$ cat src/timer_clock_pkg.sv
package timer_clock_pkg;
  localparam logic [7:0] clock_control_second_addr = 8'hE4;
  localparam logic [7:0] clock_control_second_reset = 8'h00;
  localparam logic [3:0] select_bits_reset = 4'h0;
  localparam logic [3:0] unused_read_value = 4'h0;
  localparam int four_low_bit = 0;
  localparam int four_high_bit = 1;
  localparam int five_low_bit = 2;
  localparam int five_high_bit = 3;

  // Register bus request from the core
  typedef struct packed {
    logic wr;
    logic rd;
    logic [7:0] addr;
    logic [7:0] wdata;
  } reg_req_s;

  // Tick choices for one timer
  typedef struct packed {
    logic split;
    logic ext_sel;
    logic ext_tick;
  } timer_cfg_s;
endpackage

$ cat src/timer_clock_source_select.sv
// Contract
// - Timer four low: 0 external choice, 1 sysclk
// - Low select covers whole timer unless split
// - Split timer four high: 1 sysclk, 0 external
// - Timer five low selects likewise, whole or low
// - Split timer five high: 1 selects sysclk
// - Upper four bits read zero, writes ignored
`timescale 1ns/1ns
`default_nettype none
module timer_clock_source_select (
  // Clock and reset
  input wire logic mclk,
  input wire logic rst_b,
  // Register bus
  input wire timer_clock_pkg::reg_req_s req,
  output logic [7:0] rdata,
  // Timer configuration and external tick sources
  input wire logic sys_tick,
  input wire timer_clock_pkg::timer_cfg_s timer_four_cfg,
  input wire timer_clock_pkg::timer_cfg_s timer_five_cfg,
  input wire logic [1:0] timer_four_src_ticks,
  input wire logic [1:0] timer_five_src_ticks,
  // Count enables per byte
  output logic timer_four_low_tick,
  output logic timer_four_high_tick,
  output logic timer_five_low_tick,
  output logic timer_five_high_tick,
  // Live selections
  output logic [3:0] select_bits
);
  // Selection register and its next value
  logic [3:0] sel_r;
  logic [3:0] sel_nxt;

  // Registered read data and its next value
  logic [7:0] rdata_r;
  logic [7:0] rdata_nxt;

  // Registered count enables and their next values
  logic t4l_r;
  logic t4l_nxt;
  logic t4h_r;
  logic t4h_nxt;
  logic t5l_r;
  logic t5l_nxt;
  logic t5h_r;
  logic t5h_nxt;

  // Register decode
  logic hit;
  logic wr_hit;
  logic rd_hit;

  // Select bit positions must lie inside the writable nibble
  if (timer_clock_pkg::four_low_bit >= $bits(sel_r) ||
      timer_clock_pkg::four_high_bit >= $bits(sel_r) ||
      timer_clock_pkg::five_low_bit >= $bits(sel_r) ||
      timer_clock_pkg::five_high_bit >= $bits(sel_r)) begin : g_bad_layout
    $error("select bit position outside writable field");
  end

  // Source picked by the timer's external clock select
  function automatic logic ext_source(input logic ext_sel, input logic [1:0] src);
    logic ext_t;
    ext_t = src[0];
    if (ext_sel) begin
      ext_t = src[1];
    end
    ext_source = ext_t;
  endfunction

  // System tick when selected, else the external-select source
  function automatic logic pick(input logic sys_sel, input logic sys_t, input logic ext_sel,
                                input logic [1:0] src);
    logic chosen;
    chosen = ext_source(ext_sel, src);
    if (sys_sel) begin
      chosen = sys_t;
    end
    pick = chosen;
  endfunction

  // Only the one register address is decoded
  function automatic logic addr_hit(input logic [7:0] addr);
    addr_hit = addr == timer_clock_pkg::clock_control_second_addr;
  endfunction

  always_comb begin
    hit = addr_hit(req.addr);
    wr_hit = req.wr && hit;
    rd_hit = req.rd && hit;
  end

  // Upper write bits are dropped here
  always_comb begin
    sel_nxt = sel_r;
    if (wr_hit) begin
      sel_nxt = req.wdata[3:0];
    end
  end

  always_ff @(posedge mclk or negedge rst_b) begin
    if (!rst_b) begin
      sel_r <= timer_clock_pkg::select_bits_reset;
    end else begin
      sel_r <= sel_nxt;
    end
  end

  // Read data stands one cycle, zero otherwise
  always_comb begin
    rdata_nxt = '0;
    if (rd_hit) begin
      rdata_nxt = {timer_clock_pkg::unused_read_value, sel_r};
    end
  end

  always_ff @(posedge mclk or negedge rst_b) begin
    if (!rst_b) begin
      rdata_r <= timer_clock_pkg::clock_control_second_reset;
    end else begin
      rdata_r <= rdata_nxt;
    end
  end

  // Timer four low byte: own select in both modes
  always_comb begin
    t4l_nxt = pick(
      sel_r[timer_clock_pkg::four_low_bit],
      sys_tick,
      timer_four_cfg.ext_sel,
      timer_four_src_ticks
    );
  end

  // Timer four high byte: own select only when split
  always_comb begin
    if (timer_four_cfg.split) begin
      t4h_nxt = pick(
        sel_r[timer_clock_pkg::four_high_bit],
        sys_tick,
        timer_four_cfg.ext_sel,
        timer_four_src_ticks
      );
    end else begin
      t4h_nxt = pick(
        sel_r[timer_clock_pkg::four_low_bit],
        sys_tick,
        timer_four_cfg.ext_sel,
        timer_four_src_ticks
      );
    end
  end

  // Timer five low byte: own select in both modes
  always_comb begin
    t5l_nxt = pick(
      sel_r[timer_clock_pkg::five_low_bit],
      sys_tick,
      timer_five_cfg.ext_sel,
      timer_five_src_ticks
    );
  end

  // Timer five high byte: own select only when split
  always_comb begin
    if (timer_five_cfg.split) begin
      t5h_nxt = pick(
        sel_r[timer_clock_pkg::five_high_bit],
        sys_tick,
        timer_five_cfg.ext_sel,
        timer_five_src_ticks
      );
    end else begin
      t5h_nxt = pick(
        sel_r[timer_clock_pkg::five_low_bit],
        sys_tick,
        timer_five_cfg.ext_sel,
        timer_five_src_ticks
      );
    end
  end

  always_ff @(posedge mclk or negedge rst_b) begin
    if (!rst_b) begin
      t4l_r <= 1'b0;
    end else begin
      t4l_r <= t4l_nxt;
    end
  end

  always_ff @(posedge mclk or negedge rst_b) begin
    if (!rst_b) begin
      t4h_r <= 1'b0;
    end else begin
      t4h_r <= t4h_nxt;
    end
  end

  always_ff @(posedge mclk or negedge rst_b) begin
    if (!rst_b) begin
      t5l_r <= 1'b0;
    end else begin
      t5l_r <= t5l_nxt;
    end
  end

  always_ff @(posedge mclk or negedge rst_b) begin
    if (!rst_b) begin
      t5h_r <= 1'b0;
    end else begin
      t5h_r <= t5h_nxt;
    end
  end

  // Outputs come straight from the flip-flops
  assign rdata = rdata_r;
  assign select_bits = sel_r;
  assign timer_four_low_tick = t4l_r;
  assign timer_four_high_tick = t4h_r;
  assign timer_five_low_tick = t5l_r;
  assign timer_five_high_tick = t5h_r;

  // The ext_tick field is carried for the timers themselves, not used here
endmodule
`default_nettype wire

$ cat config.mk
export PLATFORM = sky130hd
export DESIGN_NAME = timer_clock_source_select
export DESIGN_NICKNAME = d
export VERILOG_FILES = /design/src/timer_clock_pkg.sv /design/src/timer_clock_source_select.sv
export SDC_FILE = /design/constraint.sdc
export NUM_CORES = 1
export LEC_CHECK = 0
export ABC_CLOCK_PERIOD_IN_PS = 1350
export BUFFER_PORTS_ARGS = -buffer_cell sky130_fd_sc_hd__buf_2
export CORE_MARGIN = 1.5
export CORE_UTILIZATION = 36
export CTS_CLUSTER_DIAMETER = 60
export DETAILED_ROUTE_END_ITERATION = 7
export PLACE_DENSITY = 0.86
export SLEW_MARGIN = 10
export SYNTH_ARGS = -nofsm -noshare
export SYNTH_HDL_FRONTEND = slang
export SYNTH_SLANG_ARGS = --single-unit
$ cat constraint.sdc
create_clock -name mclk -period 1.35 [get_ports mclk]
set_input_delay 0.0675 -clock mclk [delete_from_list [all_inputs] [get_ports mclk]]
set_output_delay 0.0675 -clock mclk [all_outputs]
set_load 0.02 [all_outputs]
Yosys cells after proc, flatten, opt, wreduce, memory -nomap -nowiden
Cells that the tools add are included.
{"block": "classes", "n_div": 0, "n_addsub": 0, "mux": 9, "n_reduce_logical": 2, "magnitude_cmp": 0, "shift": 0, "multipliers": 0, "bitwise": 0, "eq_ne": 1}
{"op": "$eq 8x8->1 const B", "n": 1}
{"op": "$mux 1", "n": 8}
{"op": "$mux 4", "n": 1}
{"op": "$logic_and 1x1->1", "n": 2}
{"block": "word_totals", "output_inout_bits": 16, "register_bits": 16, "memories": 0, "romBits": 0, "mem_bits_rw": 0, "in_bits": 31, "latch_bits": 0}

Depth between registers and ports, before layout
Gate-level depths: netlist of run 1.
{"block": "logic_depth", "ltp_word": 3, "depth_mapped": 3, "ltp_nobuf": 3}

Worst setup path before layout of run 1
No wires, ideal clock.
{"block": "synth_path", "path_kind": "register -> register", "startpoint": "reg sel_r[2], in the netlist select_bits[2]", "endpoint": "reg t5h_r, in the netlist timer_five_high_tick", "path_slack_ns": 0.273, "period_less_slack_ns": 1.077, "arrival_time_ns": 0.952, "required_ns": 1.225, "n_path_buf": 0, "path_stages_with_launch": 3, "path_cell_list": "dfrtp_1 -> mux2i_1 -> mux2_2"}
{"block": "synth_via", "elab_chain_len": 2}
{"item": "start, declared", "line": "timer_clock_source_select.sv:32", "text": "logic [3:0] sel_r;"}
{"item": "start signal, assigned", "line": "timer_clock_source_select.sv:104", "text": "sel_r <= timer_clock_pkg::select_bits_reset;"}
{"item": "start signal, assigned", "line": "timer_clock_source_select.sv:106", "text": "sel_r <= sel_nxt;"}
{"item": "$mux 1", "line": "timer_clock_source_select.sv:77", "text": "if (sys_sel) begin"}
{"item": "$mux 1", "line": "timer_clock_source_select.sv:167", "text": "if (timer_five_cfg.split) begin"}
{"item": "net t5h_nxt", "line": "timer_clock_source_select.sv:47", "text": "logic t5h_nxt;"}
{"item": "end signal, assigned", "line": "timer_clock_source_select.sv:212", "text": "t5h_r <= t5h_nxt;"}
{"item": "end, declared", "line": "timer_clock_source_select.sv:46", "text": "logic t5h_r;"}
The timed path passes the listed nets, and every way through them passes these cells.
A chain may end at the register's enable or synchronous reset.

Final worst setup path of run 1
Same ends and word-level chain as after synthesis.

==> results by group, run 1 <==
Outcome
  • Outcome: finished, final reports clean

GRT
  • Largest net degree at the start of global routing: 13
  • Global-route wire length before repair: 1610 um
  • Vias in the first global route: 403
  • Total global-route track usage: 0.121
  • GR Layer Usage met1: 0.129
  • Initial antenna violation count: 0
  • Busiest grt layer: met2
  • GR Util met3: 0.0391
  • M2 GR Usage: 0.222
  • Congestion Overflow GR: 0

Finish
  • Nets: 109
  • Share of layout cells above drive strength 1: 0.632
  • Post-Layout Cell Count: 91
  • Area of the multi-input gates: 224 um^2
  • Area grow syn2layout: 39.2%
  • Utilization after layout: 0.560
  • Design Area, Final: 756 um^2
  • Register area: 300 um^2
  • FILL cells: between 100 and 150
  • # diodes: 0

Die
  • Die W: 41.8 um
  • Core box area: 1350 um^2
  • Initial Utilization: 0.402
  • Die Y-Extent: between 40 and 50 um
  • Area of the die: 1750 um^2
  • I/O pins: 47
  • Num rows: 13

CTS
  • Worst-Skew Late Latency: around 0.26 ns
  • Clock sinks: 12
  • Clock buffer depth: 2
  • CTS Hold Bufs: 1
  • Clock transition at path regs: 0.07 ns
  • Clock root buffer: clkbuf_4
  • Postcts setup bufs: 0
  • CTS tree: yes
  • H-tree Lvls: 1
  • CTS buffer count: 3
  • Post-CTS resize count: 0

Synthesis
  • Synth Warn #: 0
  • Mapped Area: 543 um^2
  • Fraction of the yosys area taken by sequential cells: 0.553
  • Syn avg cell area: roughly 15 um^2
  • Top cell type by total area after synthesis: dfrtp_1
  • Synth area leaders: dfrtp_1, mux2_2, mux2_1, buf_4, and2_1
  • Async SR Flop Fraction: 1.00
  • Synth cell types: 11
  • Synth cell count leaders: dfrtp_1, mux2_2, and2_1, buf_4, mux2_1
  • Cells after synthesis: 37
  • Yosys top cell area share: 0.553
  • Most frequent cell after synthesis: dfrtp_1
  • EDFF count, synth: 0
  • Synth Flop Type: dfrtp_1
  • Post-synthesis register bit count: 12

Routing
  • Wirelength per Cell: 11.3 um
  • 1st-iter DRT viols: 3
  • Final wirelength: 1030 um
  • Via count: roughly 420
  • Vias/cell: 4.58
  • DRC: 0
  • 1st-pass router iterations: 3
  • Routed Antenna Nets: 0

Timing
  • Final worst-path cycle share: 0.765
  • Peak Freq: 0.968 GHz
  • Minimum clock period: around 1.0 ns
  • Final Hold Viols: 0
  • Clk_skew: 0.00230 ns
  • Setup TNS: 0 ns
  • Number of setup violations in the final report: 0
  • Final Max Slew Viols: 0
  • WHS: 0.0185 ns
  • RSZ-0062 raised after global routing: no
  • Final WS setup: between 0.3 and 0.4 ns

Place
  • Port-buffer cells: 36
  • RePlAce Congestion: 0.678
  • Dpl ws: 0.211 ns
  • DP Cell Count: 87
  • Post-DP Area: 723 um^2

Power
  • Switch share: 0.241
  • Worst vdd ir: 437 uV
  • Sequential cell fraction of total power: 0.541
  • P_sw: around 0.17 mW
  • Leakage: 0.434 nW
  • Internal Power: 0.536 mW
  • Clock share of power: 0.288
  • Power Density: 935 nW/um^2
  • Gate power share: 0.171
  • Power, Total: ~0.71 mW

Worst setup path
  • CP Capture Type: flop
  • Setup crit start kind: flop
  • Worst path arrival time: about 1.2 ns
  • WP data required: roughly 1.5 ns
  • R2R cell count: 2
  • Crit Path Class: reg2reg
  • Critical path fanouts, max: 5

Hold path
  • HP Class: in2reg
  • WHS Path Cells: 2

Job
  • Max Cap Viol: 0
[worst paths after layout]
path                                start                   end  slack [ns]
min reg2reg                select_bits[3]        select_bits[3]        0.55
min                                req[3]        select_bits[3]        0.02
min in group asynchronous           rst_b  timer_four_high_tick        0.21
max                        select_bits[2]  timer_five_high_tick        0.32
max reg2reg                select_bits[2]  timer_five_high_tick        0.32
max in group asynchronous           rst_b        select_bits[3]        0.94
[layout by cell type, fill, tap and decap left out]
| master | instances |
|---|---|
| nand3_2 | 1 |
| and2_1 | 4 |
| clkbuf_4 | 3 |
| dfrtp_1 | 12 |
| buf_2 | 36 |
| mux2_1 | 4 |
| mux2i_1 | 2 |
| nor4b_4 | 1 |
| conb_1 | 4 |
| mux2_2 | 6 |
| dlygate4sd3_1 | 1 |
| and3_2 | 1 |
| and4b_1 | 1 |
[power by group through the flow]
stage	Sequential (mW)	Clock (mW)	Combinational [mW]
floorplan	0.408	0	0.0476
global placement	0.389	0	0.117
detailed placement	0.390	0	0.120
CTS	0.383	0.213	0.122
global route	0.385	0.233	0.132
finish	0.383	0.203	0.121
[routing by layer]
layer	up-vias	wire [um]
li1	201	-
met1	192	418
met2	24	524
met3	0	87
met4	0	0
met5	-	0
[final cells by class]
class | count | share of cell area
repair buffers | 37 | 0.252
well taps | 15 | 0.0248
multi-input cells | 24 | 0.296
clock buffers | 3 | 0.0298
flip-flops and latches | 12 | 0.397
[worst max-delay path: stages, from the launching register on]
cell	delay, ns
dfrtp_1	0.42
mux2i_1	0.16
mux2_2	0.34
[sequential cells by signal, summed over array words and instances (netlist names)]
name                  cells
timer_four_high_tick      1
timer_five_high_tick      1
timer_four_low_tick       1
timer_five_low_tick       1
select_bits               4
rdata                     4
[kinds of logic after synthesis]
family                 share of synthesized area
buffers and inverters                     0.0553
and+or+nand+nor                            0.141
muxes                                      0.244
DFF                                        0.553
other                                    0.00691
Note: power is estimated with default switching activity, not from simulation.
==> inputs of run 2 (changes only) <==
--- a/config.mk
+++ b/config.mk
@@ -5,13 +5,13 @@
 export SDC_FILE = /design/constraint.sdc
 export NUM_CORES = 1
 export LEC_CHECK = 0
-export ABC_CLOCK_PERIOD_IN_PS = 1350
+export ABC_CLOCK_PERIOD_IN_PS = 950
 export BUFFER_PORTS_ARGS = -buffer_cell sky130_fd_sc_hd__buf_2
 export CORE_MARGIN = 1.5
-export CORE_UTILIZATION = 36
+export CORE_UTILIZATION = 32
 export CTS_CLUSTER_DIAMETER = 60
 export DETAILED_ROUTE_END_ITERATION = 7
-export PLACE_DENSITY = 0.86
+export PLACE_DENSITY = 0.81
 export SLEW_MARGIN = 10
 export SYNTH_ARGS = -nofsm -noshare
 export SYNTH_HDL_FRONTEND = slang
==> constraint.sdc (replaced) <==
create_clock -name mclk -period 0.95 [get_ports mclk]
set_input_delay 0.0475 -clock mclk [delete_from_list [all_inputs] [get_ports mclk]]
set_output_delay 0.0475 -clock mclk [all_outputs]
set_load 0.02 [all_outputs]
==> run 2 against run 1 <==
The flow now finishes with violations (negative setup slack). Routed wire length is 22% higher. Critical path depth stayed put. Sequential share of layout area is 5.6 points lower. First-iteration DRC count is 33% higher. Total power is 55% higher. Non-clock buffer count is 8 higher.
==> results by group, run 2 (same netlist as run 1, synthesis figures left out) <==
Place
  • Dpl ws: -0.170 ns (-0.380 ns)
  • Post-DP Area: 759 um^2 (+5.0%)
  • DP Cell Count: 92 (+5.7%)
  • Port-buffer cells: 36 (unchanged)
  • RePlAce Congestion: 0.669 (-1.3%)

Finish
  • Utilization after layout: 0.580 (+0.0206)
  • Post-Layout Cell Count: 101 (+11%)
  • FILL cells: 136 (+11%)
  • Commonest cells after routing, fill and taps aside: buf_2, buf_6, dfrtp_1
  • Area grow syn2layout: 64.7%
  • Design Area, Final: 895 um^2 (+18%)
  • # diodes: 0 (unchanged)
  • Commonest non-fill, non-tap cell in the layout: buf_2
  • Nets: 117 (+7.3%)
  • Share of layout cells above drive strength 1: 0.706 (+0.0743)

CTS
  • Clock root buffer: clkbuf_4
  • H-tree Lvls: 1 (unchanged)
  • Clock buffer depth: 2 (unchanged)
  • CTS tree: yes
  • Postcts setup bufs: 0 (unchanged)
  • Clock sinks: 12 (unchanged)
  • Worst-Skew Late Latency: 0.27 ns (about the same)
  • CTS buffer count: 3 (unchanged)
  • Clock transition at path regs: 0.07 ns (about the same)

Die
  • Initial Utilization: 0.352 (-0.0500)
  • Core box area: 1540 um^2 (+14%)
  • Num rows: 14 (+1)
  • Die W: 44.2 um (+5.6%)
  • I/O pins: 47 (unchanged)
  • Die Y-Extent: 44.2 um (+5.6%)
  • Area of the die: 1950 um^2 (+12%)

Worst setup path
  • Setup crit start kind: flop
  • WP data required: 1.10 ns (-0.40 ns)
  • Largest stage delay, worst path: 0.42 ns (about the same)
  • Slowest cell on crit path: dfrtp_2
  • Family with the most delay on the worst path: multiplexers
  • Buf+Inv Stages, Crit Path: 0 (unchanged)
  • Cell Chain, Critical Path: mux2i_1, mux2_4
  • Critical path fanouts, max: 2 (-3)
  • Crit Path Class: reg2reg
  • Worst path arrival time: 1.21 ns (+0.03 ns)
  • CP Capture Type: flop

GRT
  • Congestion Overflow GR: 0 (unchanged)
  • Vias in the first global route: 420 (+4.2%)
  • Initial antenna violation count: 0 (unchanged)
  • Total global-route track usage: 0.132 (+0.0110)
  • Global-route wire length before repair: 1810 um (+12%)
  • Largest net degree at the start of global routing: 13 (unchanged)

Routing
  • Routed Antenna Nets: 0 (unchanged)
  • Final wirelength: 1260 um (+22%)
  • 1st-pass router iterations: 4 (+1)
  • Wirelength per Cell: 12.4 um (+9.8%)
  • DRC: 0 (unchanged)
  • Via count: 444 (+6.5%)
  • 1st-iter DRT viols: 4 (+1)
  • Vias/cell: 4.40 (-4.1%)

Timing
  • Peak Freq: 0.941 GHz (-2.8%)
  • Number of setup violations in the final report: 6 (+6)
  • RSZ-0062 raised after global routing: yes
  • Final Max Slew Viols: 0 (unchanged)
  • Clk_skew: 0.00985 ns (+0.00756 ns)
  • Minimum clock period: 1.06 ns (+0.0293 ns)
  • Final Hold Viols: 0 (unchanged)
  • WHS: 0.0508 ns (+0.0323 ns)
  • Final WS setup: -0.112 ns (-0.429 ns)
  • Final worst-path cycle share: 1.12 (+0.353)

Power
  • Worst vdd ir: 745 uV (+71%)
  • Power Density: 1220 nW/um^2 (+31%)
  • Leakage: 0.490 nW (+13%)

Outcome
  • Failing checks: negative setup slack
  • Outcome: finished, violations left

Hold path
  • HP Class: in2reg

Job
  • Max Cap Viol: 0 (unchanged)
-- run 2: cell types whose count changed in the layout (fill, tap and decap cells not counted), sizes merged --
cell	change
clkbuf	+1
buf	+4
dlygate4sd3	+4
-- run 2: through the flow --
step	TNS, ns	power [mW]
finish	-0.321	1.09
global route	-0.550	1.15
CTS	-0.381	1.10
detailed placement	-0.811	0.738
global placement	-0.569	0.733
floorplan	-0.195	0.649
-- run 2: area by class of cell --
cell class              instances  area [um^2]  share of cell area
repair buffers                 45          300               0.336
well taps                      16         20.0              0.0224
clock buffers                   4         26.3              0.0294
multi-input cells              24          243               0.271
flip-flops and latches         12          305               0.341
-- run 2: worst paths after layout --
path | start | endpoint | slack [ns] | depth (start not counted)
min reg2reg | select_bits[3] | rdata[3] | 0.62 | 2
max | select_bits[3] | timer_five_high_tick | -0.11 | 2
max in group asynchronous | rst_b | select_bits[0] | 0.55 | 2
max reg2reg | select_bits[3] | timer_five_high_tick | -0.11 | 2
min | sys_tick | timer_four_low_tick | 0.05 | 2
min in group asynchronous | rst_b | timer_four_low_tick | 0.17 | 2
-- run 2: power breakdown --
group	internal [mW]	switching [mW]	leakage, nW
logic	0.129	0.103	0.324
registers	0.533	0.00907	0.151
clock network	0.163	0.158	0.0150
total	0.824	0.270	0.490
-- run 2: timing repair --
action / 4_1_cts / 5_1_grt
resized for setup: 12 / 5
endpoints found under the setup margin: 7 / 9
hold buffers: 5 / 0
endpoints found under the hold margin: 16 / 0
-- run 2: per-layer routing --
metal,vias to the layer above,global-route usage,share of wire
met4,0,0.0364,0.011
met2,20,0.226,0.54
met3,2,0.0612,0.065
li1,216,-,-
met5,-,0,0
met1,206,0.147,0.39
==> inputs of run 3 (changes only) <==
--- a/config.mk
+++ b/config.mk
@@ -5,13 +5,12 @@
 export SDC_FILE = /design/constraint.sdc
 export NUM_CORES = 1
 export LEC_CHECK = 0
-export ABC_CLOCK_PERIOD_IN_PS = 950
+export ABC_CLOCK_PERIOD_IN_PS = 1100
 export BUFFER_PORTS_ARGS = -buffer_cell sky130_fd_sc_hd__buf_2
-export CORE_MARGIN = 1.5
-export CORE_UTILIZATION = 32
+export CORE_UTILIZATION = 36
 export CTS_CLUSTER_DIAMETER = 60
 export DETAILED_ROUTE_END_ITERATION = 7
-export PLACE_DENSITY = 0.81
+export PLACE_DENSITY = 0.86
 export SLEW_MARGIN = 10
 export SYNTH_ARGS = -nofsm -noshare
 export SYNTH_HDL_FRONTEND = slang
==> constraint.sdc (replaced) <==
create_clock -name mclk -period 1.1 [get_ports mclk]
set_input_delay 0.055 -clock mclk [delete_from_list [all_inputs] [get_ports mclk]]
set_output_delay 0.055 -clock mclk [all_outputs]
set_load 0.02 [all_outputs]
==> run 3 against run 2 <==
Sequential cell count unchanged. Cell count down 3.0%. Critical path depth unchanged. The flow now finishes without violations. Largest cell class unchanged. Largest power group unchanged. Clock-buffer cell count unchanged. Utilization up 2.9 points.
==> results by group, run 3 (same netlist as run 1, synthesis figures left out) <==
Outcome
  • Outcome: finished, final reports clean

Finish
  • FILL cells: 110 (-19%)
  • Area of the multi-input gates: 224 um^2 (-7.7%)
  • # diodes: 0 (unchanged)
  • Register area: 300 um^2 (-1.6%)
  • Share of layout cells above drive strength 1: 0.627 (-0.0794)
  • Commonest cells after routing, fill and taps aside: buf_2, dfrtp_1, mux2_2
  • Nets: 115 (-1.7%)
  • Commonest non-fill, non-tap cell in the layout: buf_2
  • Area grow syn2layout: 51.4%
  • Utilization after layout: 0.609 (+0.0285)

Place
  • Port-buffer cells: 36 (unchanged)
  • Dpl ws: -0.0176 ns (+0.152 ns)
  • RePlAce Congestion: 0.687 (+2.6%)

GRT
  • Global-route wire length before repair: 1520 um (-16%)
  • Total global-route track usage: 0.149 (+0.0172)
  • Largest net degree at the start of global routing: 13 (unchanged)
  • Congestion Overflow GR: 0 (unchanged)
  • Vias in the first global route: 375 (-11%)
  • Initial antenna violation count: 0 (unchanged)

Worst setup path
  • WP data required: 1.25 ns (+0.15 ns)
  • Reg2Reg Setup Slack: 0.09 ns (+0.20 ns)
  • RR Startpoint: select_bits[2]
  • Crit Path Class: reg2reg
  • CP Capture Type: flop
  • R2R cell count: 2 (unchanged)
  • Worst path arrival time: 1.16 ns (-0.05 ns)
  • Critical path fanouts, max: 2 (unchanged)
  • Worst R2R End: timer_five_high_tick
  • Crit path capture: timer_five_high_tick
  • Setup crit start kind: flop
  • CP startpoint: select_bits[2]

CTS
  • Clock transition at path regs: 0.07 ns (about the same)
  • CTS tree: yes
  • H-tree Lvls: 1 (unchanged)
  • Clock root buffer: clkbuf_4
  • CTS buffer count: 3 (unchanged)
  • Worst-Skew Late Latency: 0.26 ns (about the same)
  • Clock buffer depth: 2 (unchanged)
  • Clock sinks: 12 (unchanged)

Power
  • Gate power share: 0.174 (-0.038)
  • Clock share of power: 0.348 (+0.055)
  • Power, Total: 0.973 mW (-11%)
  • Switch share: 0.234 (-0.0130)
  • Power Density: 1180 nW/um^2 (-3.2%)
  • P_sw: 0.227 mW (-16%)
  • Internal Power: 0.745 mW (-9.5%)
  • Leakage: 0.470 nW (-4.1%)
  • Sequential cell fraction of total power: 0.479 (-0.016)
  • Worst vdd ir: 536 uV (-28%)

Routing
  • 1st-iter DRT viols: 4 (unchanged)
  • Wirelength per Cell: 11.2 um (-9.8%)
  • Via count: 432 (-2.7%)
  • Vias/cell: 4.41 (+0.28%)
  • DRC: 0 (unchanged)
  • 1st-pass router iterations: 4 (unchanged)
  • Routed Antenna Nets: 0 (unchanged)
  • Final wirelength: 1100 um (-13%)

Timing
  • Number of setup violations in the final report: 0 (-6)
  • Minimum clock period: 1.01 ns (-0.0497 ns)
  • RSZ-0062 raised after global routing: no
  • Final WS setup: 0.0874 ns (+0.200 ns)
  • Final Max Slew Viols: 0 (unchanged)
  • Clk_skew: 0.00155 ns (-0.00831 ns)
  • Final worst-path cycle share: 0.921 (-0.198)
  • Peak Freq: 0.988 GHz (+4.9%)
  • Final Hold Viols: 0 (unchanged)

Die
  • Die W: 40.8 um (-7.6%)
  • I/O pins: 47 (unchanged)
  • Area of the die: 1670 um^2 (-15%)
  • Initial Utilization: 0.402 (+0.0500)
  • Num rows: 13 (-1)
  • Die Y-Extent: 40.8 um (-7.6%)
  • Core box area: 1350 um^2 (-12%)

Job
  • Max Cap Viol: 0 (unchanged)

Hold path
  • HP Class: in2reg
run 3: layout make-up:
type                    count  share of cell area
flip-flops and latches     12               0.365
repair buffers             43               0.295
multi-input cells          24               0.272
clock buffers               4              0.0441
well taps                  15              0.0228
run 3: per-stage QoR:
| stage | hold slack [ns] | cell area [um^2] | setup TNS, ns | cells |
|---|---|---|---|---|
| after floorplan | -0.241 | 554 | 0 | 40 |
| after global placement | -0.0638 | 738 | 0 | 89 |
| after detailed placement | -0.0547 | 738 | -0.0369 | 89 |
| after CTS | 0.0112 | 815 | 0 | 97 |
| after global routing | 0.0225 | 822 | 0 | 98 |
| final | 0.0103 | 822 | 0 | 98 |
run 3: worst max-delay path: stages (launching register included):
cell and delay (ns):
dfrtp_1 0.39, mux2i_1 0.16, mux2_2 0.35
run 3: what timing repair did:
action	in CTS	in global routing
setup buffers	0	1
endpoints found under the hold margin	15	0
gates resized for setup	0	0
hold buffers	4	0
endpoints found under the setup margin	0	1
run 3: worst min-delay path by stage:
| stage | slack (ns) | cells after the start | endpoint | startpoint |
|---|---|---|---|---|
| 6_report | 0.01 | 2 | select_bits[2] | req[2] |
| 5_1_grt | 0.02 | 2 | select_bits[2] | req[2] |
| 4_1_cts | 0.01 | 2 | select_bits[2] | req[2] |
| 3_5_place_dp | -0.05 | 1 | rdata[2] | rst_b |
| 3_3_place_gp | -0.06 | 1 | rdata[3] | rst_b |
| 2_1_floorplan | -0.24 | 0 | rdata[0] | rst_b |
run 3: power groups by stage:
stage | registers (mW) | logic, mW | clock network [mW]
2_1_floorplan | 0.501 | 0.0584 | 0
3_3_place_gp | 0.475 | 0.152 | 0
3_5_place_dp | 0.476 | 0.156 | 0
4_1_cts | 0.467 | 0.168 | 0.354
5_1_grt | 0.469 | 0.186 | 0.375
6_report | 0.466 | 0.169 | 0.338
run 3: per-layer routing:
layer | wire length [um] | global-route usage | vias up | part of all wire
li1 | - | - | 213 | -
met1 | 417 | 0.163 | 196 | 0.38
met2 | 599 | 0.254 | 23 | 0.55
met3 | 82 | 0.0489 | 0 | 0.075
met4 | 0 | 0.0750 | 0 | 0
met5 | 0 | 0 | - | 0
